--- src/design/fdso_map.svh ---
// constants for the disk drive status output block
`ifndef FDSO_MAP_SVH
`define FDSO_MAP_SVH
`define FDSO_CLK_MHZ        200
`define FDSO_REV_US         200000
`define FDSO_INDEX_US       4000
`define FDSO_RD_PULSE_NS    1000
`define FDSO_CLK_NS         5
`define FDSO_REV_CYC        (`FDSO_REV_US * `FDSO_CLK_MHZ)
`define FDSO_INDEX_CYC      (`FDSO_INDEX_US * `FDSO_CLK_MHZ)
`define FDSO_RD_CYC         (`FDSO_RD_PULSE_NS / `FDSO_CLK_NS)
`define FDSO_DEB_CYC        16'h0fa0
`define FDSO_RPM            300
`define FDSO_RPM_TOL_PERMIL 15
`define FDSO_FLUX_MIN_CYC   8'h04
`define FDSO_PHASE_HOME     2'h0
`endif

--- src/design/fdso_pkg.sv ---
// types for the disk drive status output block
package fdso_pkg;
  // drive-side status pins, all active low
  typedef struct packed {
    logic index_n;
    logic home_track_n;
    logic protect_n;
    logic read_data_n;
  } fdso_status_t;

  typedef enum logic [1:0] {
    FDSO_SP_STOP = 2'b00,
    FDSO_SP_RUN  = 2'b01
  } fdso_spin_t;
endpackage

--- src/design/fdso_top.sv ---
// drive-side index, home track, protect, read data and motor logic
`include "fdso_map.svh"

module fdso_top
  import fdso_pkg::*;
#(
  parameter int unsigned REV_CYC   = `FDSO_REV_CYC,
  parameter int unsigned INDEX_CYC = `FDSO_INDEX_CYC
) (
  // clock and reset
  input  wire logic   clock_i,
  input  wire logic   srst_i,
  // controller side inputs
  input  wire logic   select_n_i,
  input  wire logic   write_enable_n_i,
  input  wire logic   motor_on_n_i,
  // mechanism side inputs
  input  wire logic   home_switch_i,
  input  wire logic [1:0] step_phase_i,
  input  wire logic   media_protect_i,
  input  wire logic   flux_level_i,
  // controller side outputs
  output fdso_status_t status_o,
  // mechanism side outputs
  output logic        write_allow_o,
  output logic        spindle_on_o,
  output logic        rev_tick_o
);

  localparam int unsigned RD_CYC = `FDSO_RD_CYC;

  logic [31:0]  rev_cnt;
  logic [15:0]  deb_cnt;
  logic         home_deb;
  logic         flux_q;
  logic [7:0]   run_len;
  logic [7:0]   rd_cnt;
  fdso_spin_t   spin;
  fdso_status_t next_status;

  wire selected   = ~select_n_i;
  wire read_state = write_enable_n_i;
  wire index_win  = (rev_cnt < INDEX_CYC) && (spin == FDSO_SP_RUN);
  wire at_phase0  = (step_phase_i == `FDSO_PHASE_HOME);
  wire flux_edge  = flux_level_i ^ flux_q;
  // a transition is kept only if the previous level lasted long enough
  wire flux_ok    = flux_edge && (run_len >= `FDSO_FLUX_MIN_CYC);
  wire rd_active  = (rd_cnt != 8'h00);

  // spindle state follows motor on; speed loop is analog, outside here
  always_ff @(posedge clock_i) begin
    if (srst_i) spin <= FDSO_SP_STOP;
    else spin <= motor_on_n_i ? FDSO_SP_STOP : FDSO_SP_RUN;
  end
  assign spindle_on_o = (spin == FDSO_SP_RUN);

  // revolution timer; index window is its first INDEX_CYC cycles
  always_ff @(posedge clock_i) begin
    if (srst_i || spin != FDSO_SP_RUN) rev_cnt <= '0;
    else if (rev_cnt == REV_CYC - 1) rev_cnt <= '0;
    else rev_cnt <= rev_cnt + 32'd1;
  end
  assign rev_tick_o = (spin == FDSO_SP_RUN) && (rev_cnt == 32'd0);

  // switch debounce: level accepted after a stable run
  always_ff @(posedge clock_i) begin
    if (srst_i) begin
      deb_cnt  <= '0;
      home_deb <= 1'b0;
    end else if (home_switch_i == home_deb) begin
      deb_cnt <= '0;
    end else if (deb_cnt == `FDSO_DEB_CYC) begin
      home_deb <= home_switch_i;
      deb_cnt  <= '0;
    end else begin
      deb_cnt <= deb_cnt + 16'h0001;
    end
  end

  // flux run length and 1 us read pulse shaper
  always_ff @(posedge clock_i) begin
    if (srst_i) begin
      flux_q  <= 1'b0;
      run_len <= '0;
      rd_cnt  <= '0;
    end else begin
      flux_q  <= flux_level_i;
      run_len <= flux_edge ? 8'h00 :
                 (run_len == 8'hff ? run_len : run_len + 8'h01);
      if (!read_state) rd_cnt <= '0;
      else if (flux_ok) rd_cnt <= RD_CYC[7:0];
      else if (rd_active) rd_cnt <= rd_cnt - 8'h01;
    end
  end

  // select gating of every status pin
  always_comb begin
    next_status.index_n      = ~(selected && index_win);
    next_status.home_track_n = ~(selected && home_deb
                                 && at_phase0);
    next_status.protect_n    = ~(selected && media_protect_i);
    next_status.read_data_n  = ~(selected && (rd_active || flux_ok)
                                 && read_state);
  end

  // registered pins; reset drives all high
  always_ff @(posedge clock_i) begin
    if (srst_i) status_o <= '1;
    else status_o <= next_status;
  end

  // protection overrides write enable
  assign write_allow_o = selected && !write_enable_n_i
                         && !media_protect_i;
endmodule // fdso_top

--- config.mk ---
export PLATFORM = sky130hd
export DESIGN_NAME = fdso_top
export DESIGN_NICKNAME = d
export VERILOG_FILES = /design/src/design/fdso_pkg.sv /design/src/design/fdso_top.sv
export VERILOG_INCLUDE_DIRS = /design/src /design/src/design
export SDC_FILE = /design/constraint.sdc
export NUM_CORES = 1
export LEC_CHECK = 0
export BUFFER_PORTS_ARGS = -buffer_cell sky130_fd_sc_hd__buf_2
export CORE_MARGIN = 8
export CORE_UTILIZATION = 60
export DETAILED_ROUTE_END_ITERATION = 7
export PLACE_DENSITY = 0.82
export SLEW_MARGIN = 15
export SYNTH_ARGS = -nofsm -noshare
export SYNTH_HDL_FRONTEND = slang
export SYNTH_SLANG_ARGS = --single-unit
--- constraint.sdc ---
create_clock -name clock_i -period 4.2 [get_ports clock_i]
set_input_delay 0.63 -clock clock_i [delete_from_list [all_inputs] [get_ports clock_i]]
set_output_delay 0.63 -clock clock_i [all_outputs]
set_load 0.01 [all_outputs]
==> results.txt <==
The number of setup buffers added after CTS was 0; the proportion of synthesized chip area in sequential cells was 41.7%. The tools report the clock tree root driver cell as clkbuf_8. The total routing usage reported by global routing was 16.9%. The tools report the quantity of hold-fixing buffers added after cts as 0.

Dividing the detail-routed via count by the number of cells gives 5.98. The clock passes through at most 2 buffers. The HPWL after detailed placement is 4.77 mm.

Register-to-register setup slack: 1870 ps. The die covers 0.00836 mm². The worst pin sits at a relative slew slack of 29.8%. Of all cell types, the one taking the most synthesized area is dfxtp_1. After detailed placement, the design holds a cell count of 474. The run gives 0 as the final routed DRC violation total. Counting distinct cell types in the post-synthesis netlist gives 45. TritonCTS built the clock tree. Number of antenna violations at the first check in global routing: 0. Of the cells placed in the final design, the portion with a size suffix greater than 1 is 9.11%. The logs give 0.00341 mm² for the post-synthesis cell area and 12.0 mm for the wire length of the first global-routing pass. Launch point of the worst hold path: home_deb. Summing all placed instances gives a cell area of 0.00351 mm².

Before CTS, the worst setup slack after placement is 1910 ps. Setup repair after global routing left no endpoint under its margin. Entering global routing, the biggest net connects 33 pins. In the final routed layout, each cell accounts on average for 14.3 µm.

STA classifies the critical path startpoint as a flop. STA classifies the critical path endpoint as an output port. At the later pin of the worst-skew pair, clock insertion delay measures 340 ps. The starting density of the core is 62.0%, and the power density of the placed cells is 439 mW/mm². The number of standard cells in the layout, taps in and fillers out came out at 489. The run gives 399 MHz as the achievable frequency. The largest vdd supply drop came out at 0.372 mV. In the final timing run, aggregate negative setup slack is 0 ps.

The tools report the number of iterations in the first detailed-routing pass as 5. The via count of the first global-routing pass is 2725. Prevailing post-synth register cell: dfxtp_1.

Post-synthesis cell count: 402. Clock skew on the completed layout was measured at 12.5 ps. The average instance in the mapped netlist occupies 8.49 µm². Yosys attributes the largest share of cell area to dfxtp_1 (42%), nor2_1 (5.5%), xnor2_1 (4.9%). In this run the standard cell core region covers 0.00551 mm².

Number of CTS-inserted buffers: 9. The number of nets at the end of the flow was 430. The run finished with clean final reports.

From left edge to right edge, the die measures 91.4 µm. The number of antenna diodes in the final layout is 0. Counting flops and latches in the post-synthesis netlist gives 71. From synthesis to final layout, the design area changed by 9.06%.

Dividing the final minimum period by the clock period gives 59.6%. The number of cells on the worst hold path is 1. The global route total overflow was 0; the summed area of non-filler cells in the final layout was 0.00372 mm².

The tools report the detailed-route wire length as 6.98 mm. Once detail routing completed, the nets flagged for antenna violations numbered 0. Cells fill 67.6% of the core in the end.

The deepest level of the CTS H-tree is 3. Total count of hold-check failures in the final report: 0. By instance count, the leading cell after synthesis is dfxtp_1.

The top-level I/O count is 17, and the final setup violation count is 0. The arrival time at the worst endpoint was 1880 ps; the maximum fanout count along the critical path was 6. The fill cell total of the finished layout is 447, and the share of the synthesized area in the top cell type is 41.7%.

By startpoint and endpoint, the worst setup path is classified as reg2out. At the pin with the least slew margin, the transition time is 1050 ps. Yosys printed 0 warnings. For the number of instances resized during post-cts repair, the log shows 0. The shortest period the worst path allows came out at 2510 ps.

Count of buffers from port buffering: 16. The clock transition at the registers of the reported paths is 70 ps. The capture instance of the worst register-to-register path was rev_cnt[31]. STA puts the critical path data required time at 3570 ps.

Summing over every cut layer, the via total after detailed routing is 2924. When the netlist entered floorplanning its net count stood at 419. In the synthesized netlist, the cells that appear most often are dfxtp_1 (71), nor2_1 (50), nor3_1 (31).

The die height is 91.4 µm. The tools report the least setup slack across all paths after layout as 1690 ps. The synthesized design contains 0 enable-type register cells. The sink count of the clock tree is 71. The async set-or-reset flop fraction in the synthesized netlist was 0%. For the worst flop-to-flop path, the logic depth is 4.

The global placement routability congestion came out at 0.823. The worst hold path terminates at status_o[2]. Summed over all cells, the static leakage comes to 1.17 nW.

The run gives 27 as the number of rows created at floorplan. Class of the tightest hold or removal check: reg2reg. The max-slew violation total from the final report was 0; the max-cap check violation count was 0. Worst hold slack after final layout: 423 ps.

In this run the critical register-to-register path is launched from rev_cnt[5]. After the first detailed-routing iteration, the DRC count stood at 183. The design draws 1.64 mW.
[power breakdown]
group / total (mW) / internal, mW / switching [mW]
clock network: 0.591 / 0.348 / 0.243
registers: 0.748 / 0.712 / 0.0355
logic: 0.296 / 0.126 / 0.170
total: 1.64 / 1.19 / 0.448
[kinds of logic after synthesis]
| family | after synthesis | synth area share [%] |
|---|---|---|
| xor+xnor | 34 | 8.73 |
| fa+ha+maj | 7 | 2.57 |
| flops | 71 | 41.7 |
| buf+inv | 39 | 4.88 |
| compound gates | 56 | 11.1 |
| simple gates | 193 | 30.5 |
| mux | 2 | 0.587 |
[state kept, by name, summed over array words and instances (netlist names)]
signal,count
flux_q,1
rev_cnt,32
run_len,8
deb_cnt,16
spin,1
rd_cnt,8
status_o,4
home_deb,1
[placed cells by master, fill, tap and decap left out, types with 3 or more instances in the layout]
cell type / n
or3_1: 6
nand4b_1: 3
a2111oi_0: 3
xor2_1: 15
ha_1: 7
a21oi_1: 10
and3_1: 5
a31oi_1: 4
nand4_1: 15
a211oi_1: 15
nor4_1: 8
xnor2_1: 19
o31ai_1: 10
nor2_1: 50
clkbuf_8: 10
dfxtp_1: 71
buf_2: 16
nand3_1: 19
o21ai_0: 8
nand2_1: 21
or4_1: 12
and4_1: 6
nor3_1: 31
inv_1: 22
[critical path: stages, from the launching register on]
cell      delay [ps]
dfxtp_1          360
nor4_1           320
nand3_1          200
nand4b_1         250
nor3_1           250
buf_2            180
[how the worst max path moves through the flow]
stage,start,end,slack (ps),cells past startpoint
3_5_place_dp,rev_cnt[0],rev_cnt[28],1910,6
3_3_place_gp,rev_cnt[0],rev_cnt[5],1960,6
6_report,rev_cnt[28],rev_tick_o,1690,5
5_1_grt,rev_cnt[28],rev_tick_o,1540,5
4_1_cts,rev_cnt[28],rev_tick_o,1660,5
2_1_floorplan,rev_cnt[28],rev_tick_o,2300,4
[per-layer routing]
layer	up-vias	track usage [%]	wire [µm]
met3	10	3.29	248
met5	-	0	0
met4	0	8.46	93
li1	1476	-	-
met1	1370	20.6	3250
met2	68	27.8	3390
[cell type report]
cell class | count | area, µm² | share of cell area (%)
multi-input cells | 292 | 1830 | 49.1
flip-flops and latches | 71 | 1420 | 38.2
clock buffers | 12 | 145 | 3.90
well taps | 72 | 90.1 | 2.42
repair buffers | 17 | 87.6 | 2.35
inverters | 22 | 82.6 | 2.22
clock inverters | 3 | 67.6 | 1.82
No activity file was read; power rests on OpenSTA's default activity.
